[config.mk]
export PLATFORM = sky130hd
export DESIGN_NAME = uadc_top
export DESIGN_NICKNAME = d
export VERILOG_FILES = /design/src/uadc_pkg.sv /design/src/uadc_sync_if.sv /design/src/uadc_sync.sv /design/src/uadc_top.sv
export SDC_FILE = /design/constraint.sdc
export NUM_CORES = 1
export LEC_CHECK = 0
export ABC_CLOCK_PERIOD_IN_PS = 2700
export BUFFER_PORTS_ARGS = -buffer_cell sky130_fd_sc_hd__buf_2
export CORE_ASPECT_RATIO = 1.5
export CORE_MARGIN = 2
export CORE_UTILIZATION = 50
export CTS_BUF_LIST = sky130_fd_sc_hd__clkbuf_4 sky130_fd_sc_hd__clkbuf_8
export CTS_CLUSTER_SIZE = 40
export DETAILED_ROUTE_END_ITERATION = 6
export PLACE_DENSITY_LB_ADDON = 0.12
export SLEW_MARGIN = 20
export SYNTH_ARGS = -nofsm -noshare
export SYNTH_HDL_FRONTEND = slang
export SYNTH_HIERARCHICAL = 1
export SYNTH_SLANG_ARGS = --single-unit
export TNS_END_PERCENT = 10
[constraint.sdc]
create_clock -name sys_clk_i -period 2.7 [get_ports sys_clk_i]
set_clock_uncertainty 0.05 [all_clocks]
set_input_delay 0.27 -clock sys_clk_i [delete_from_list [all_inputs] [get_ports sys_clk_i]]
set_output_delay 0.27 -clock sys_clk_i [all_outputs]
set_load 0.03 [all_outputs]
[src/uadc_pkg.sv]
// Package with register map, field positions and constants for attach control
package uadc_pkg;
  localparam logic [11:0] UADC_CTRL_OFF = 12'h000;
  localparam logic [11:0] UADC_PIN_OFF = 12'h004;
  localparam logic [11:0] UADC_STAT_OFF = 12'h008;
  localparam logic [11:0] UADC_IRQ_OFF = 12'h00c;
  localparam logic [11:0] UADC_MASK_OFF = 12'h010;
  localparam logic [11:0] UADC_POWER_OFF = 12'h014;
  localparam int UADC_NPIO = 16;
  localparam int UADC_PSEL_W = 4;
  // Control register fields
  localparam int CTRL_READY_BIT = 0;
  localparam int CTRL_EXTPU_BIT = 1;
  localparam int CTRL_SELFPWR_BIT = 2;
  localparam int CTRL_WAKE_BIT = 3;
  localparam int CTRL_SUSPEND_BIT = 4;
  localparam int CTRL_LEDOFF_BIT = 5;
  localparam logic [5:0] CTRL_RESET = 6'h00;
  // Pin select register fields
  localparam int PIN_VBUS_LSB = 0;
  localparam int PIN_DET_LSB = 4;
  localparam int PIN_WAKE_LSB = 8;
  localparam int PIN_PULL_LSB = 12;
  localparam logic [15:0] PIN_RESET = 16'h3210;
  // Status and interrupt fields
  localparam int EV_DETACH_BIT = 0;
  localparam int EV_ATTACH_BIT = 1;
  localparam int EV_VBUS_ON_BIT = 2;
  localparam int EV_VBUS_OFF_BIT = 3;
  localparam int UADC_NEV = 4;
  localparam logic [3:0] IRQ_RESET = 4'h0;
  localparam logic [3:0] MASK_RESET = 4'h0;
  localparam logic [7:0] POWER_RESET = 8'h32;
  localparam int UADC_LINE_RATE_MBPS = 12;
  typedef enum logic [2:0] {
    UADC_OFF = 3'b001,
    UADC_ATTACHED = 3'b010,
    UADC_DETACHED = 3'b100
  } uadc_state_type;
endpackage

[src/uadc_sync_if.sv]
// Interface carrying raw pin inputs to the synchroniser and results back
`timescale 1ns/10ps
interface uadc_sync_if;
  logic [15:0] raw;
  logic [15:0] synced;
  modport src (output raw, input synced);
  modport snk (input raw, output synced);
endinterface

[src/uadc_sync.sv]
// Two-flop synchroniser for the general I/O input pins
`timescale 1ns/10ps
module uadc_sync
(
  input wire logic sys_clk_i,
  input wire logic rst_i,
  uadc_sync_if.snk port
);
  logic [15:0] meta_q;
  logic [15:0] sync_q;
  always_ff @(posedge sys_clk_i or posedge rst_i)
  begin
    if (rst_i)
    begin
      meta_q <= 16'h0000;
      sync_q <= 16'h0000;
    end
    else
    begin
      meta_q <= port.raw;
      sync_q <= meta_q;
    end
  end
  assign port.synced = sync_q;

  a_sync_two_flops: assert property // RULE15
    (@(posedge sys_clk_i) disable iff (rst_i)
    !$past(rst_i) && !$past(rst_i, 2) |-> sync_q == $past(port.raw, 2))
    else $error("synchroniser delay is not two stages");
endmodule

[src/uadc_top.sv]
// Attach, detach, VBUS sense and wake-up control with APB registers
// Overview of operation
// RULE1: Full-speed peripheral only, never bus master
// RULE2: Endpoints per transport; any host controller style
// RULE3: Pull D+ only when ready to enumerate
// RULE4: Select internal or external pull-up
// RULE5: Self-powered: no pull-up while VBUS off
// RULE6: VBUS sense pin number is configurable
// RULE7: Detach and wake pins configurable
// RULE8: Detach high: lines tristated, pull-up released
// RULE9: Detach low: reattach, await enumeration
// RULE10: Wake output high only while detached
// RULE11: No in-band remote wakeup while detached
// RULE12: Bus-powered: report power during enumeration
// RULE13: Suspend can switch off indicator outputs
// RULE14: Stay at 12 Mbit/s with newer hosts
// RULE15: Detach and VBUS inputs pass two flops
// RULE16: Wake drops when detach falls
//
// The implementer's own choices: the APB slave port and the register offsets.
`timescale 1ns/10ps
module uadc_top
  import uadc_pkg::*;
(
  input wire logic sys_clk_i,
  input wire logic rst_i,
  input wire logic psel,
  input wire logic penable,
  input wire logic pwrite,
  input wire logic [11:0] paddr,
  input wire logic [31:0] pwdata,
  output logic [31:0] prdata,
  output logic pready,
  output logic pslverr,
  input wire logic [15:0] general_io_pin_i,
  output logic [15:0] general_io_pin_o,
  output logic [15:0] general_io_pin_oe_o,
  input wire logic engine_dplus_i,
  input wire logic engine_dminus_i,
  input wire logic engine_drive_i,
  input wire logic engine_remote_wake_i,
  output logic engine_enable_o,
  output logic engine_remote_wake_o,
  output logic [7:0] power_report_o,
  output logic [7:0] line_rate_mbps_o,
  output logic dplus_pad_o,
  output logic dplus_pad_oe_o,
  output logic dminus_pad_o,
  output logic dminus_pad_oe_o,
  output logic pullup_int_en_o,
  output logic led_enable_o,
  output logic irq_o
);
  logic [5:0] ctrl_q;
  logic [15:0] pin_q;
  logic [3:0] irq_q;
  logic [3:0] irq_d;
  logic [3:0] mask_q;
  logic [7:0] power_q;
  logic det_prev_q;
  logic vbus_prev_q;
  logic pad_dp_q;
  logic pad_dn_q;
  logic pad_oe_q;
  logic pull_int_q;
  logic pull_ext_q;
  logic wake_q;
  uadc_state_type state_q;
  uadc_state_type state_d;
  uadc_sync_if sif ();

  assign sif.raw = general_io_pin_i;
  uadc_sync u_sync
  (
    .sys_clk_i(sys_clk_i),
    .rst_i(rst_i),
    .port(sif.snk)
  );

  // Pin selection from the configuration register
  wire [3:0] vbus_sel = pin_q[PIN_VBUS_LSB +: UADC_PSEL_W]; // RULE6
  wire [3:0] det_sel = pin_q[PIN_DET_LSB +: UADC_PSEL_W]; // RULE7
  wire [3:0] wake_sel = pin_q[PIN_WAKE_LSB +: UADC_PSEL_W]; // RULE7
  wire [3:0] pull_sel = pin_q[PIN_PULL_LSB +: UADC_PSEL_W]; // RULE4
  wire detach_s = sif.synced[det_sel]; // RULE15
  wire vbus_s = sif.synced[vbus_sel]; // RULE15
  wire self_pwr = ctrl_q[CTRL_SELFPWR_BIT];
  wire vbus_ok = !self_pwr || vbus_s; // RULE5
  wire ready = ctrl_q[CTRL_READY_BIT];

  // APB decode
  wire acc = psel && penable;
  wire wr = acc && pwrite;
  wire hit_ctrl = paddr == UADC_CTRL_OFF;
  wire hit_pin = paddr == UADC_PIN_OFF;
  wire hit_stat = paddr == UADC_STAT_OFF;
  wire hit_irq = paddr == UADC_IRQ_OFF;
  wire hit_mask = paddr == UADC_MASK_OFF;
  wire hit_pwr = paddr == UADC_POWER_OFF;
  wire hit_any = hit_ctrl | hit_pin | hit_stat | hit_irq | hit_mask | hit_pwr;
  wire [31:0] stat_word = {24'h000000, 3'b000, wake_q, pull_int_q | pull_ext_q,
    vbus_s, detach_s, state_q == UADC_ATTACHED};
  assign pready = 1'b1;
  assign pslverr = acc && !hit_any;
  assign prdata = !acc ? 32'h00000000 :
    hit_ctrl ? {26'h0000000, ctrl_q} :
    hit_pin ? {16'h0000, pin_q} :
    hit_stat ? stat_word :
    hit_irq ? {28'h0000000, irq_q} :
    hit_mask ? {28'h0000000, mask_q} :
    hit_pwr ? {24'h000000, power_q} : 32'h00000000;

  // Connection state machine
  always_comb
  begin
    state_d = state_q;
    unique case (state_q)
      UADC_OFF:
        if (detach_s)
          state_d = UADC_DETACHED; // RULE8
        else if (ready && vbus_ok)
          state_d = UADC_ATTACHED; // RULE3
      UADC_ATTACHED:
        if (detach_s)
          state_d = UADC_DETACHED; // RULE8
        else if (!ready || !vbus_ok)
          state_d = UADC_OFF; // RULE5
      UADC_DETACHED:
        if (!detach_s)
          state_d = UADC_OFF; // RULE9
      default:
        state_d = UADC_OFF;
    endcase
  end

  wire attached_d = state_d == UADC_ATTACHED;
  // Events
  wire ev_det = detach_s && !det_prev_q;
  wire ev_att = !detach_s && det_prev_q;
  wire ev_von = vbus_s && !vbus_prev_q;
  wire ev_voff = !vbus_s && vbus_prev_q;
  wire [3:0] ev = {ev_voff, ev_von, ev_att, ev_det};
  wire [3:0] irq_clr = (wr && hit_irq) ? pwdata[3:0] : 4'h0;
  // Set wins over clear
  assign irq_d = (irq_q & ~irq_clr) | ev;
  assign irq_o = |(irq_q & mask_q);

  always_ff @(posedge sys_clk_i or posedge rst_i)
  begin
    if (rst_i)
    begin
      ctrl_q <= CTRL_RESET;
      pin_q <= PIN_RESET;
      mask_q <= MASK_RESET;
      power_q <= POWER_RESET;
      irq_q <= IRQ_RESET;
    end
    else
    begin
      if (wr && hit_ctrl)
        ctrl_q <= pwdata[5:0];
      if (wr && hit_pin)
        pin_q <= pwdata[15:0];
      if (wr && hit_mask)
        mask_q <= pwdata[3:0];
      if (wr && hit_pwr)
        power_q <= pwdata[7:0];
      irq_q <= irq_d;
    end
  end

  always_ff @(posedge sys_clk_i or posedge rst_i)
  begin
    if (rst_i)
    begin
      state_q <= UADC_OFF;
      det_prev_q <= 1'b0;
      vbus_prev_q <= 1'b0;
      pad_dp_q <= 1'b0;
      pad_dn_q <= 1'b0;
      pad_oe_q <= 1'b0;
      pull_int_q <= 1'b0;
      pull_ext_q <= 1'b0;
      wake_q <= 1'b0;
    end
    else
    begin
      state_q <= state_d;
      det_prev_q <= detach_s;
      vbus_prev_q <= vbus_s;
      pad_dp_q <= engine_dplus_i;
      pad_dn_q <= engine_dminus_i;
      pad_oe_q <= attached_d && engine_drive_i; // RULE8
      pull_int_q <= attached_d && !ctrl_q[CTRL_EXTPU_BIT]; // RULE4
      pull_ext_q <= attached_d && ctrl_q[CTRL_EXTPU_BIT]; // RULE4
      wake_q <= state_d == UADC_DETACHED && // RULE10 RULE16
        ctrl_q[CTRL_WAKE_BIT];
    end
  end

  // Peripheral engine runs only when attached; it never starts traffic
  assign engine_enable_o = state_q == UADC_ATTACHED; // RULE1
  assign engine_remote_wake_o = engine_remote_wake_i &&
    state_q == UADC_ATTACHED; // RULE11
  assign power_report_o = self_pwr ? 8'h00 : power_q; // RULE12
  assign line_rate_mbps_o = 8'(UADC_LINE_RATE_MBPS); // RULE14
  assign dplus_pad_o = pad_dp_q; // RULE2
  assign dminus_pad_o = pad_dn_q;
  assign dplus_pad_oe_o = pad_oe_q;
  assign dminus_pad_oe_o = pad_oe_q;
  assign pullup_int_en_o = pull_int_q; // RULE3
  assign led_enable_o = !(ctrl_q[CTRL_SUSPEND_BIT] &&
    ctrl_q[CTRL_LEDOFF_BIT]); // RULE13

  // General I/O outputs: wake line and external pull-up line
  wire [15:0] wake_oh = 16'h0001 << wake_sel;
  wire [15:0] pull_oh = 16'h0001 << pull_sel;
  assign general_io_pin_o = (wake_q ? wake_oh : 16'h0000) |
    (pull_ext_q ? pull_oh : 16'h0000);
  assign general_io_pin_oe_o = wake_oh |
    (ctrl_q[CTRL_EXTPU_BIT] ? pull_oh : 16'h0000);

  a_detach_tristate: assert property // RULE8
    (@(posedge sys_clk_i) disable iff (rst_i)
    detach_s |=> !dplus_pad_oe_o && !pullup_int_en_o && !pull_ext_q)
    else $error("pads driven while detached");
  a_detach_release: assert property // RULE8
    (@(posedge sys_clk_i) disable iff (rst_i)
    detach_s |=> !dminus_pad_oe_o && !engine_enable_o)
    else $error("engine or d-minus active while detached");
  a_vbus_off_pull: assert property // RULE5
    (@(posedge sys_clk_i) disable iff (rst_i)
    self_pwr && !vbus_s |=> !pullup_int_en_o)
    else $error("pull-up on without vbus");
  a_pull_needs_ready: assert property // RULE3
    (@(posedge sys_clk_i) disable iff (rst_i)
    pullup_int_en_o |-> $past(ready))
    else $error("pull-up without ready");
  a_attach_pull: assert property // RULE3
    (@(posedge sys_clk_i) disable iff (rst_i)
    state_q == UADC_ATTACHED && !ctrl_q[CTRL_EXTPU_BIT] && $stable(ctrl_q)
    |-> pullup_int_en_o)
    else $error("pull-up off while attached");
  a_off_quiet: assert property // RULE3
    (@(posedge sys_clk_i) disable iff (rst_i)
    state_q != UADC_ATTACHED |-> !dplus_pad_oe_o && !pullup_int_en_o)
    else $error("pads or pull-up active while not attached");
  a_wake_detached: assert property // RULE10
    (@(posedge sys_clk_i) disable iff (rst_i)
    wake_q |-> state_q == UADC_DETACHED)
    else $error("wake outside detach");
  a_wake_follows: assert property // RULE10
    (@(posedge sys_clk_i) disable iff (rst_i)
    state_q == UADC_DETACHED && ctrl_q[CTRL_WAKE_BIT] && $stable(ctrl_q)
    |-> wake_q)
    else $error("wake request not shown while detached");
  a_wake_pin: assert property // RULE7
    (@(posedge sys_clk_i) disable iff (rst_i)
    wake_q |-> general_io_pin_o[wake_sel] && general_io_pin_oe_o[wake_sel])
    else $error("wake level missing on selected pin");
  a_wake_drop: assert property // RULE16
    (@(posedge sys_clk_i) disable iff (rst_i)
    $fell(detach_s) |=> !wake_q)
    else $error("wake held after detach fell");
  a_reattach: assert property // RULE9
    (@(posedge sys_clk_i) disable iff (rst_i)
    state_q == UADC_DETACHED && !detach_s && ready && vbus_ok
    |=> ##1 state_q == UADC_ATTACHED)
    else $error("no reattach");
  a_no_inband_wake: assert property // RULE11
    (@(posedge sys_clk_i) disable iff (rst_i)
    state_q != UADC_ATTACHED |-> !engine_remote_wake_o)
    else $error("in-band wake while detached");
  a_ext_pull_sel: assert property // RULE4
    (@(posedge sys_clk_i) disable iff (rst_i)
    ctrl_q[CTRL_EXTPU_BIT] && $stable(ctrl_q) |-> !pullup_int_en_o)
    else $error("internal pull-up in external mode");
  a_ext_pull_on: assert property // RULE4
    (@(posedge sys_clk_i) disable iff (rst_i)
    state_q == UADC_ATTACHED && ctrl_q[CTRL_EXTPU_BIT] && $stable(ctrl_q)
    |-> general_io_pin_o[pull_sel] && general_io_pin_oe_o[pull_sel])
    else $error("external pull-up line not driven");
  a_power_report: assert property // RULE12
    (@(posedge sys_clk_i) disable iff (rst_i)
    !self_pwr |-> power_report_o == power_q)
    else $error("power figure not reported when bus powered");
  a_led_suspend: assert property // RULE13
    (@(posedge sys_clk_i) disable iff (rst_i)
    ctrl_q[CTRL_SUSPEND_BIT] && ctrl_q[CTRL_LEDOFF_BIT] |-> !led_enable_o)
    else $error("leds on in suspend");
  a_led_on: assert property // RULE13
    (@(posedge sys_clk_i) disable iff (rst_i)
    !ctrl_q[CTRL_SUSPEND_BIT] |-> led_enable_o)
    else $error("leds off outside suspend");
  a_irq_set_wins: assert property
    (@(posedge sys_clk_i) disable iff (rst_i)
    ev[EV_DETACH_BIT] |=> irq_q[EV_DETACH_BIT])
    else $error("detach event not latched");
  a_irq_vbus_off: assert property
    (@(posedge sys_clk_i) disable iff (rst_i)
    ev[EV_VBUS_OFF_BIT] |=> irq_q[EV_VBUS_OFF_BIT])
    else $error("vbus loss event not latched");
  a_irq_clear: assert property
    (@(posedge sys_clk_i) disable iff (rst_i)
    wr && hit_irq && pwdata[EV_DETACH_BIT] && !ev[EV_DETACH_BIT]
    |=> !irq_q[EV_DETACH_BIT])
    else $error("status bit not cleared by write of one");
  a_unmapped_err: assert property
    (@(posedge sys_clk_i) disable iff (rst_i)
    acc && !hit_any |-> pslverr && prdata == 32'h00000000)
    else $error("unmapped access not refused");
endmodule

# Word level (Yosys, flattened, before mapping)
# Index checks and enable logic that the tools add are counted.
[classes] order_cmp=2 bitwise_logic=12 n_eq_ne=10 shift=2 mux=22 reduce_logical=33
[ops] op="$mux W16" count=6
[ops] op="$mux W8" count=5
[ops] op="$or A16 B16 Y16" count=2
[ops] op="$shl A1 B4 Y16 const A" count=2
[ops] op="$eq A12 B4 Y1 const B" count=2
[ops] op="$eq A12 B5 Y1 const B" count=2
[ops] op="$logic_and A1 B1 Y1" count=19
[ops] op="$mux W3" count=5
[ops] op="$eq A12 B3 Y1 const B" count=1
[ops] op="$logic_not A12 Y1" count=1
[ops] op="$logic_not A1 Y1" count=10
[ops] op="$lt A4 B5 Y1 const B" count=2
[ops] op="$pmux W3 S3" count=1
[ops] op="$and A4 B4 Y4" count=2
[ops] op="$bmux W1 S4" count=2
[ops] op="$eq A3 B2 Y1 const B" count=2
[ops] op="$eq A3 B3 Y1 const B" count=2
[ops] op="$or A1 B1 Y1" count=6
[ops] op="$mux W4" count=1
[ops] op="$not A4 Y4" count=1
[ops] op="$or A4 B4 Y4" count=1
[ops] op="$reduce_or A4 Y1" count=1
[ops] op="$eq A3 B1 Y1 const B" count=1
[ops] op="$logic_or A1 B1 Y1" count=2
[ops] op="$mux W1" count=2
[word_totals] inputBits=69 out_inout_bits=91 elab_cells=97 ff_bits=81

# Longest topological paths before layout
# Gate-level depths: netlist of run 1.
[logic_depth] depth_word=10 ltp_mapped=7 mapped_depth_nobuf=4

# Cells and area by module
# Netlist of run 1, hierarchy kept.
[modules_own_cells] module="uadc_top" area_per_inst_um2=3440.8 instances=1 cells_per_inst=355
[modules_own_cells] module="uadc_sync" area_per_inst_um2=804.5 instances=1 cells_per_inst=33

# Worst setup path before layout of run 1
# Ideal clock, no wire load.
[synth_path] kind="in2reg" start="input port paddr[4]" end="register pin_q[0]" cell_stages=7 t_required_ns=2.525 setup_time_ns=0.125 setup_slack_ns=0.329 arrival_ns=2.196 n_path_buf=3 path_cell_list="or4_1 buf_2 or4_1 buf_2 nor2_8 buf_6 mux2_2"
[synth_via] elab_chain_cells=2
[synth_lines] item="from (decl)" line_no="uadc_top.sv:30" rtl="input wire logic [11:0] paddr,"
[synth_lines] item="$eq A12 B3 Y1" line_no="uadc_top.sv:95" rtl="wire hit_pin = paddr == UADC_PIN_OFF;"
[synth_lines] item="$logic_and A1 B1 Y1" line_no="uadc_top.sv:162" rtl="if (wr && hit_pin)"
[synth_lines] item="to (signal assigned)" line_no="uadc_top.sv:163" rtl="pin_q <= pwdata[15:0];"
[synth_lines] item="to (decl)" line_no="uadc_top.sv:55" rtl="logic [15:0] pin_q;"
# No other way between the ends.
# A chain may end at the register's enable or synchronous reset.

# Worst setup path after layout of run 1
[layout_path] start="register pin_q[6]" end="output port prdata[1]"
[layout_via] elab_chain_cells=6
[layout_lines] item="$bmux W1 S4" line_no="uadc_top.sv:85" rtl="wire detach_s = sif.synced[det_sel];"
[layout_lines] item="$mux W1 (not written as such)" line_no="uadc_top.sv:85"
[layout_lines] item="$mux W8" line_no="uadc_top.sv:108" rtl="hit_stat ? stat_word :"
[layout_lines] item="$mux W16" line_no="uadc_top.sv:107" rtl="hit_pin ? {16'h0000, pin_q} :"
[layout_lines] item="$mux W16" line_no="uadc_top.sv:106" rtl="hit_ctrl ? {26'h0000000, ctrl_q} :"
[layout_lines] item="$mux W16" line_no="uadc_top.sv:105" rtl="assign prdata = !acc ? 32'h00000000 :"
[layout_lines] item="to (decl)" line_no="uadc_top.sv:32" rtl="output logic [31:0] prdata,"
# No other way between the ends. The select of a mux whose other input is x is not followed.

==> impl.org, run 1 <==
** Cells and area
- In the final layout, the multi-input gates occupy 1994 um2.
- Fraction of layout instances using a drive strength above 1 :: 41.62%
- 0 antenna diodes ended up in the layout.
- Once layout is complete, the utilization of the core stands at 63.99%.
- Summing all flip-flop and latch instances after layout gives 2037 um2.
- Number of filler cells placed in the layout :: 725
- After the last flow step, the layout net total stands at 595.
- Compared with the post-synthesis result, the final layout area differs by 25.26%.

** Yosys
- Dividing the synthesized area by the synthesized cell count gives 10.94 um2.
- Counting every instance in the synthesized netlist gives 388.
- For this run, the number of Yosys warnings is 6.
- Counting flops with an async set or reset pin after synthesis yields a share of 100.0%.
- Flip-flop and latch count after synthesis :: 81
- Cell type with the largest total area after synthesis :: dfrtp_1
- Synth top area share :: 43.03%
- In this run, synthesis inferred 0 flip-flops with an integrated enable.
- The cell area that synthesis handed to floorplanning was 4245 um2.
- For this run, the register share of the synthesized area comes to 47.98%.
- Commonest cells in the netlist :: 73 x dfrtp_1, 41 x mux2_2, 27 x o22ai_1
- The most used flip-flop cell after synthesis is dfrtp_1.
- Synthesis instantiated 46 different standard cells from the library.
- In the post-synthesis netlist, the biggest area contributors are dfrtp_1 43%, mux2_2 11%, dfstp_2 5.0%.
- By instance count, the leading cell after synthesis is dfrtp_1.

** Route
- Routed vias/inst :: 5.556
- DRT Wirelength :: 10710 um
- The pre-antenna-repair detailed-routing pass consisted of 6 iterations.
- Drt wl/cell :: 16.79 um
- Antenna-violating nets left :: 0
- Routed vias :: 3545
- After the first detailed-routing iteration, the DRC count stood at 224.
- Detailed-route DRC error count :: 0

** Timing
- Setup repair after global routing left no endpoint under its margin.
- Time the final worst path needs with I/O delays and setup :: 2555 ps
- Relative slew margins :: 44.47%
- Setup violations remaining at the end of the flow were counted as 0.
- The final number of hold-violating endpoints was 0.
- The final count of pins violating max slew came to 0.
- Final period util :: 94.62%
- For the pin with the worst max-slew slack, the measured transition is 833.0 ps.
- Sum Neg Setup Slack :: 0 ps
- Max frequency :: 0.3914 GHz

** Floorplanning
- I/O pin cnt :: 160
- The floorplan has 41 rows.
- Die width :: 79.24 um
- In this run the standard cell core region covers 8310 um2.
- The floorplan step defined a die boundary enclosing 9259 um2.
- Die Y-Extent :: 116.9 um
- Initial Util :: 51.08%

** Critical path
- Gate family responsible for the most delay along the worst path :: compound AO/OA/AOI/OAI gates
- Kind of capture point of the worst setup path :: output pin
- Count of buffering cells on the critical path with inverters included :: 1
- Stage delay of the slowest cell on the critical path :: 550 ps
- Slowest cell on the critical path :: mux4_2
- Data arrival, critical path :: 2230 ps
- At the worst endpoint, the required time is 2380 ps.
- CP Launch Type :: flop
- CP max FO :: 6
- Critical path class :: reg -> out
- Critical path cell sequence :: mux4_2 -> a22oi_2 -> a211o_1 -> a21oi_1 -> buf_2

** Global route
- Total GRT Usage :: 24.07%
- The first global-routing pass estimated 16630 um of wire.
- Global routing consumed, on the met2 layer, 44.35% of the routing resources.
- Gr ovfl total :: 0
- Met3 global-route usage :: 3.298%
- Number of antenna violations at the first check in global routing :: 0
- met2 is the most crowded layer.
- For met1 alone, demand over resource in global routing was 26.63%.
- Largest net degree at the start of global routing :: 50
- The number of global-route vias before repair came to 3361.

** Clock tree
- Skew-Pair Late Insertion Delay :: 360 ps
- Number of clock buffers inserted by TritonCTS :: 9
- Depth of the CTS H-tree :: 3
- Root cell of the clock tree :: clkbuf_8
- The clock passes through at most 2 buffers.
- Clock edge transition at the registers on the reported setup and hold paths :: 80 ps
- TritonCTS built the clock tree.
- Counting every sink on the clock net gives 81.

** Power and ir drop
- Leakage power :: 2.550 nW
- Power spread over the standard cell area amounts to 479.0 nW/um2.
- Worst supply voltage drop on vdd :: 0.5428 mV

** Flow run
- Maxcap violations :: 0

** Place
- Placer Congestion :: 0.9600
- Count of input and output buffers :: 118
- HPWL reported at the end of detailed placement :: 8126 um

** Run status
- Outcome :: finished, final reports clean

** Worst hold path
- Type of the most critical hold path :: in -> reg
==> cell type report <==
| class | instances | area share, % |
|---|---|---|
| clock buffers | 11 | 2.612 |
| clock inverters | 5 | 1.953 |
| flip-flops and latches | 81 | 38.31 |
| multi-input cells | 276 | 37.51 |
| well taps | 107 | 2.518 |
| repair buffers | 150 | 16.52 |
| inverters | 8 | 0.5882 |
==> worst min-delay path, cell delays in order <==
cell and delay (ps):
buf_2 100, nand3_1 50, nor3_1 40
==> stage by stage <==
stage	cell area, um2	hold WS (ps)	worst slack [ps]	total power, mW	cells
final	5318	81.96	145.1	2.547	638
after global routing	5318	92.55	44.11	2.633	638
after CTS	5316	65.03	134.0	2.568	638
after detailed placement	4873	285.8	99.69	1.489	603
after global placement	4873	281.5	134.9	1.483	603
after floorplan	4332	251.4	329.4	1.434	411
==> kinds of logic (layout without fill, tap and decap cells) <==
group                     after synthesis  after routing  synth area share [%]
muxes                                  54             54                 16.30
xor gates and xnor gates                1              1                0.2063
and+or+nand+nor                       127            127                 17.60
DFF                                    81             81                 47.98
buffers and inverters                  54            174                 7.309
other                                   2             25                0.1769
AOI/OAI and AO/OA                      69             69                 10.43
==> placed cells by master (no fill, tap or decap), types with 9 or more instances in the layout <==
master	count
clkbuf_8	9
and2_1	15
nor2_1	9
dlygate4sd3_1	19
a21oi_1	9
buf_2	118
conb_1	25
nand4_1	11
buf_4	13
dfrtp_1	73
o21ai_0	13
nor2b_1	13
o22ai_1	27
mux2_2	41
nand2_1	25
==> repair_timing <==
item / in CTS / in global routing
hold endpoints to repair: 50 / 0
hold buffers: 19 / 0
setup buffers: 0 / 0
gates resized for setup: 2 / 0
setup endpoints to repair: 1 / 0
==> metal layers <==
layer	up-vias	part of all wire, %
met5	-	0
met4	0	3.2
met3	22	5.5
met2	159	55
met1	1713	36
li1	1651	-
==> worst paths after layout <==
| kind | slack [ps] | to | from | depth (start not counted) |
|---|---|---|---|---|
| min in group asynchronous | 490 | u_sync/meta_q[2]$_DFF_PP0_ | rst_i | 4 |
| hold reg to reg | 300 | u_sync/port.synced[4]$_DFF_PP0_ | u_sync/meta_q[4]$_DFF_PP0_ | 0 |
| max in group asynchronous | 1540 | mask_q[3]$_DFFE_PP0P_ | rst_i | 3 |
| hold / removal | 80 | dminus_pad_oe_o$_DFF_PP0_ | engine_drive_i | 3 |
| setup reg to reg | 550 | state_q[0]$_DFF_PP1_ | pin_q[0]$_DFFE_PP0P_ | 4 |
| setup / recovery | 150 | prdata[1] | pin_q[6]$_DFFE_PP0P_ | 5 |
==> report_power, final <==
part           switching (mW)  internal (mW)
clock network           0.425          0.635
logic                   0.143         0.0818
registers              0.0150           1.25
total                   0.583           1.96
==> registers in the layout, indices dropped and copies added, names as in the netlist, 3 cells and up <==
name                cells
power_q                 8
irq_q                   4
ctrl_q                  6
u_sync/port.synced     16
u_sync/meta_q          16
state_q                 3
mask_q                  4
pin_q                  16
Power figures use the tool's default switching activity.
==> inputs of run 2 (changes only) <==
ABC_CLOCK_PERIOD_IN_PS = not set   (was 2700)
CORE_ASPECT_RATIO = 2   (was 1.5)
==> impl.org, run 2 (synthesis results as in run 1) <==
** Run status
- The run finished with clean final reports.

** Critical path
- Stage delay of the slowest cell on the critical path :: 570 ps (+20 ps)
- The signal on the critical path passes through buf_2 -> or4_1 -> or4_1 -> buf_4 -> o21ai_0 -> a21oi_1 -> buf_2.
- Critical path class :: in -> out
- CP max FO :: 5 (-1)
- Gate family responsible for the most delay along the worst path :: simple AND/OR/NAND/NOR gates
- For this design, the slowest cell found on the critical path is or4_1.
- Required time worst endpoint :: 2380 ps (about the same)
- The worst path buffer plus inverter count is 3 (+2).
- STA classifies the critical path startpoint as a primary input.
- The worst setup path is captured at an output pin.
- The data arrival time of the critical path is 2190 ps (-40 ps).

** Floorplanning
- The die height was 134.3 um (+15%).
- I/O pin cnt :: 160 (unchanged)
- The core box area is 8233 um2 (-0.93%).
- Die width :: 69.16 um (-13%)
- Initial Util :: 51.57% (+0.48 points)
- The overall die area was 9288 um2 (+0.32%).
- Num rows :: 47 (+15%)

** Flow run
- The max-cap violation count came to 0 (unchanged).

** Global route
- The pin count of the biggest net entering global routing came to 33 (-34%).
- First-pass GRT wire length :: 18710 um (+12%)
- The number of antenna violations at the first check in global routing came to 0 (unchanged).
- Via count of the first global-routing pass :: 3553 (+5.7%)
- Total GRT Usage :: 26.70% (+2.6 points)
- The global-route congestion overflow total came to 0 (unchanged).

** Place
- Placer Congestion :: 0.8997 (-6.3%)
- The placed wire-length estimate came to 9705 um (+19%).
- Pre-CTS WS :: 89.24 ps (-10.45 ps)
- Count of input and output buffers :: 118 (unchanged)

** Timing
- Max frequency :: 0.3982 GHz (+1.7%)
- Setup repair after global routing left no endpoint under its margin.
- Setup-violating endpoint count in the final report :: 0 (unchanged)
- The final count of pins violating max slew was 0 (unchanged).
- Relative slew margins :: 56.94% (+12 points)
- The minimum setup slack in the final design came to 188.5 ps (+43.40 ps).
- The final number of hold-violating endpoints was 0 (unchanged).
- The clock period minus final worst setup slack was 2511 ps (-43.40 ps).
- Worst Tran Pin Value :: 645.9 ps (-187.2 ps)
- The setup TNS after final layout came to 0 ps (unchanged).
- Final period util :: 93.02% (-1.6 points)

** Cells and area
- The antenna diode count is 0 (unchanged).
- Most common library cell in the layout ignoring fill and taps :: buf_2
- The layout filler cell count came to 718 (-0.97%).
- The fraction of layout cells with a size suffix above 1 was 42.38% (+0.76 points).
- Leaving out fill and tap cells, the most frequent cells in the layout are 118 x buf_2, 73 x dfrtp_1, 41 x mux2_2.
- Area Growth Syn to Fin :: 25.52%
- The final layout net count is 602 (+1.2%).

** Clock tree
- CTS Buffer Depth :: 2 (unchanged)
- The clock insertion delay at the later pin of the skew report is 360 ps (about the same).
- The number of setup buffers added after CTS came to 0 (unchanged).
- The maximum level of the CTS H-tree is 3 (unchanged).
- The tree is rooted in a clkbuf_8.
- Number of clock buffers inserted by TritonCTS :: 9 (unchanged)
- Clock edge transition at the registers on the reported setup and hold paths :: 90 ps (about the same)
- # clock sinks :: 81 (unchanged)
- TritonCTS built the clock tree.

** Power and ir drop
- Worst supply voltage drop on vdd :: 0.5513 mV (+1.6%)
- The switching power summed over all nets came to 605.9 uW (+3.8%).
- Leakage power :: 2.565 nW (+0.60%)
- The fraction of power spent switching nets was 25.07% (+2.2 points).
- Combinational share of power :: 9.5% (+0.7 points)
- Relative contribution of sequential cells to total power :: 52.3% (+2.8 points)
- Internal :: 1.811 mW (-7.8%)
- PwrDens :: 453.5 nW/um2 (-5.3%)
- Clock power frac :: 38.3% (-3.3 points)

** Route
- The average routed wire per standard cell came to 19.48 um (+16%).
- Detailed Routing Iterations Pass 1 :: 4 (-2)
- Routed vias :: 3619 (+2.1%)
- Antenna-violating nets left :: 0 (unchanged)
- The final routed DRC violation total came to 0 (unchanged).
- The number of DRC markers in iteration 0 came to 94 (-58%).
- The via density per instance is 5.690 (+2.4%).
- The total length of routed wires is 12390 um (+16%).

** Worst hold path
- Type of the most critical hold path :: in -> reg
==> run 2: changes by cell type in the layout (fill, tap and decap cells not counted) <==
cell,change
clkinv_2,-2
clkinvlp_4,+2
clkbuf_8,+2
buf_4,+7
inv_2,+1
bufinv_16,-2
clkbuf_4,-2
inv_6,+1
==> run 2: cell type report <==
| class | count | area [um2] | area share, % |
|---|---|---|---|
| clock inverter | 5 | 62.56 | 1.174 |
| tap | 98 | 122.6 | 2.301 |
| timing repair buffer | 157 | 930.9 | 17.47 |
| clock buffer | 11 | 151.4 | 2.841 |
| multi-input combinational | 276 | 1994 | 37.43 |
| inverter | 8 | 30.03 | 0.5635 |
| sequential | 81 | 2037 | 38.22 |
==> run 2: power by group through the flow <==
stage	clock (mW)	sequential, mW	combinational, mW
2_1_floorplan	0	1.28	0.151
3_3_place_gp	0	1.28	0.199
3_5_place_dp	0	1.29	0.203
4_1_cts	0.948	1.26	0.226
5_1_grt	0.999	1.27	0.248
6_report	0.925	1.26	0.229
==> run 2: metal layers <==
| layer | vias up | GRT usage (%) | routed length (um) |
|---|---|---|---|
| met2 | 163 | 52.78 | 7291 |
| met3 | 39 | 4.884 | 588 |
| li1 | 1663 | - | - |
| met1 | 1754 | 24.67 | 3906 |
| met5 | - | 0 | 0 |
| met4 | 0 | 14.81 | 603 |
==> run 2: what timing repair did <==
item / CTS / global route
endpoints found under the hold margin: 70 / 0
resized for setup: 0 / 2
hold buffers: 19 / 0
setup endpoints to repair: 0 / 1
==> run 2: stage by stage <==
stage	hold slack, ps	instance area, um2	util (%)	total power [mW]	instances
floorplan	251.4	4332	-	1.434	411
global placement	283.1	4915	59.70	1.483	601
detailed placement	284.7	4915	59.70	1.489	601
CTS	84.50	5319	64.60	2.436	636
global route	85.48	5329	64.73	2.512	636
finish	92.49	5329	64.73	2.417	636
==> run 2: final timing paths <==
| kind | to | startpoint | depth (start not counted) | slack [ps] |
|---|---|---|---|---|
| max | prdata[6] | paddr[5] | 7 | 190 |
| max reg2reg | dminus_pad_oe_o$_DFF_PP0_ | pin_q[0]$_DFFE_PP0P_ | 4 | 600 |
| max in group asynchronous | power_q[1]$_DFFE_PP1P_ | rst_i | 4 | 1420 |
| min reg2reg | u_sync/port.synced[15]$_DFF_PP0_ | u_sync/meta_q[15]$_DFF_PP0_ | 0 | 300 |
| min in group asynchronous | ctrl_q[5]$_DFFE_PP0P_ | rst_i | 3 | 490 |
| min | pin_q[15]$_DFFE_PP0P_ | pwdata[15] | 2 | 90 |
==> run 2: worst reg2reg max path: stages, from the launching register on <==
cell and delay [ps]:
dfrtp_1 580, mux4_2 580, mux2_2 280, o22ai_1 360, nor3_1 130
==> inputs of run 3 (changes only) <==
CORE_ASPECT_RATIO = 1.75   (was 2)
CORE_MARGIN = 8   (was 2)
==> impl.org, run 3 (synthesis results as in run 1) <==
** Critical path
- The worst setup path is of the reg -> out kind.
- The maximum fanout along the worst path is 6 (+1).
- The data arrival time of the critical path is 2190 ps (about the same).
- The worst setup path is launched from a flop.
- The required time of the worst setup path was 2380 ps (about the same).
- Kind of capture point of the worst setup path :: output pin

** Timing
- Worst hold slack after final layout :: 84.17 ps (-8.328 ps)
- The count of endpoints failing setup in the final report was 0 (unchanged).
- Final period util :: 92.86% (-0.16 points)
- The setup TNS after final layout was 0 ps (unchanged).
- Unrepaired setup endpoints after global routing :: false
- The worst relative slew slack was 65.15% (+8.2 points).
- Final Hold Violating Endpoints :: 0 (unchanged)
- The highest clock rate was 0.3989 GHz (+0.17%).
- The transition time of the tightest slew-check pin came to 522.7 ps (-123.1 ps).
- The clock period minus final worst setup slack is 2507 ps (-4.363 ps).
- The minimum setup slack in the final design is 192.9 ps (+4.363 ps).
- Max-slew violation total from the final report :: 0 (unchanged)

** Power and ir drop
- The leakage power came to 2.536 nW (-1.1%).
- The fraction of power spent switching nets came to 24.89% (-0.18 points).
- The total power divided by cell area is 446.0 nW/um2 (-1.7%).
- Clock power frac :: 36.5% (-1.8 points)
- The internal cell power is 1.762 mW (-2.7%).
- The worst vdd rail ir drop came to 0.4496 mV (-18%).
- Relative contribution of sequential cells to total power :: 53.8% (+1.5 points)
- The combinational power share is 9.7% (+0.2 points).
- NetSw :: 583.8 uW (-3.6%)

** Route
- Detailed Routing Iterations Pass 1 :: 4 (unchanged)
- Drt wl/cell :: 18.67 um (-4.1%)
- The final routed DRC violation total came to 0 (unchanged).
- Routed vias :: 3513 (-2.9%)
- The via density per instance came to 5.630 (-1.1%).
- DRT Wirelength :: 11650 um (-5.9%)
- The number of nets still failing antenna checks after routing was 0 (unchanged).
- The number of DRC markers in iteration 0 came to 176 (+87%).

** Global route
- The number of global-route vias before repair came to 3571 (+0.51%).
- Number of antenna violations at the first check in global routing :: 0 (unchanged)
- Total GRT Usage :: 19.75% (-6.9 points)
- First-pass GRT wire length :: 17750 um (-5.1%)
- The pin count of the biggest net entering global routing came to 33 (unchanged).
- The global-route congestion overflow total came to 0 (unchanged).

** Run status
- Outcome :: finished, final reports clean

** Floorplanning
- The row count was 44 (-6.4%).
- The count of boundary I/O pins was 160 (unchanged).
- Die width :: 85.66 um (+24%)
- The core box area was 8258 um2 (+0.30%).
- Initial Util :: 51.41% (-0.16 points)
- Die ar. :: 11810 um2 (+27%)
- Die Y-Extent :: 137.9 um (+2.7%)

** Cells and area
- Leaving out fill and tap cells, the most frequent cell in the layout is buf_2.
- Antenna fix cells :: 0 (unchanged)
- The final layout net count came to 597 (-0.83%).
- From synthesis to final layout, the design area changed by 23.87%.
- Leaving out fill and tap cells, the most frequent cells in the layout are 118 x buf_2, 73 x dfrtp_1, 41 x mux2_2.
- Number of filler cells placed in the layout :: 697 (-2.9%)
- Fraction of layout instances using a drive strength above 1 :: 41.73% (-0.65 points)

** Clock tree
- The largest buffer count on any clock path was 2 (unchanged).
- The maximum level of the CTS H-tree is 3 (unchanged).
- The number of setup buffers added after CTS came to 0 (unchanged).
- In this run the clock root is driven by a clkbuf_8.
- The clock insertion delay at the later pin of the skew report is 360 ps (about the same).
- Number of clock buffers inserted by TritonCTS :: 9 (unchanged)
- The number of sinks handled by clock tree synthesis came to 81 (unchanged).
- Clock tree from TritonCTS :: built
- The clock-pin slew reported for the worst setup and hold paths after clock tree synthesis came to 80 ps (about the same).

** Flow run
- The max-cap violation count was 0 (unchanged).

** Worst hold path
- Type of the most critical hold path :: in -> reg

** Place
- The placed wire-length estimate came to 9195 um (-5.3%).
- The worst-case setup slack after placement was 131.1 ps (+41.89 ps).
- Placer Congestion :: 0.9409 (+4.6%)
- The total of buffers placed on input and output ports was 118 (unchanged).
-- run 3: final timing paths --
path                                             start                               end  slack (ps)  depth (start not counted)
max in group asynchronous                        rst_i            power_q[5]$_DFFE_PP1P_        1610                          4
min reg2reg                u_sync/meta_q[11]$_DFF_PP0_  u_sync/port.synced[11]$_DFF_PP0_         300                          0
min in group asynchronous                        rst_i                irq_q[2]$_DFF_PP0_         360                          3
max                               pin_q[6]$_DFFE_PP0P_                         prdata[1]         190                          5
max reg2reg                       pin_q[0]$_DFFE_PP0P_              state_q[0]$_DFF_PP1_         570                          4
min                                     engine_drive_i         dminus_pad_oe_o$_DFF_PP0_          80                          3
-- run 3: routing by layer --
layer | track usage (%) | routed length (um)
met3 | 5.460 | 844
met2 | 38.14 | 6418
met5 | 0 | 0
met1 | 17.29 | 3927
met4 | 12.55 | 462
-- run 3: critical path, stage by stage (launching register included) --
cell	delay, ps
dfrtp_1	530
mux4_2	550
a22oi_2	330
a211o_1	180
a21oi_1	60
buf_2	190
-- run 3: timing repair --
action / CTS / global route
endpoints found under the hold margin: 61 / 0
hold buffers: 19 / 0
gates resized for setup: 0 / 2
endpoints found under the setup margin: 0 / 1
-- run 3: area by class of cell --
class	count	area (um2)	area share [%]
clock buffer	10	131.4	2.498
clock inverter	5	57.56	1.094
inverter	8	30.03	0.5710
multi-input combinational	276	1994	37.93
sequential	81	2037	38.73
tap	92	115.1	2.189
timing repair buffer	152	893.4	16.99
-- run 3: metrics by stage --
stage | power [mW] | cells | utilization, % | cell area (um2)
6_report | 2.345 | 624 | 63.68 | 5259
5_1_grt | 2.442 | 624 | 63.68 | 5259
4_1_cts | 2.367 | 624 | 63.56 | 5249
3_5_place_dp | 1.491 | 590 | 58.97 | 4870
3_3_place_gp | 1.485 | 590 | 58.97 | 4870
2_1_floorplan | 1.434 | 411 | - | 4332
-- run 3: power groups by stage --
stage | Combinational, mW | Clock (mW) | Sequential (mW)
3_3_place_gp | 0.202 | 0 | 1.28
5_1_grt | 0.247 | 0.930 | 1.26
2_1_floorplan | 0.151 | 0 | 1.28
6_report | 0.228 | 0.856 | 1.26
3_5_place_dp | 0.206 | 0 | 1.29
4_1_cts | 0.227 | 0.878 | 1.26
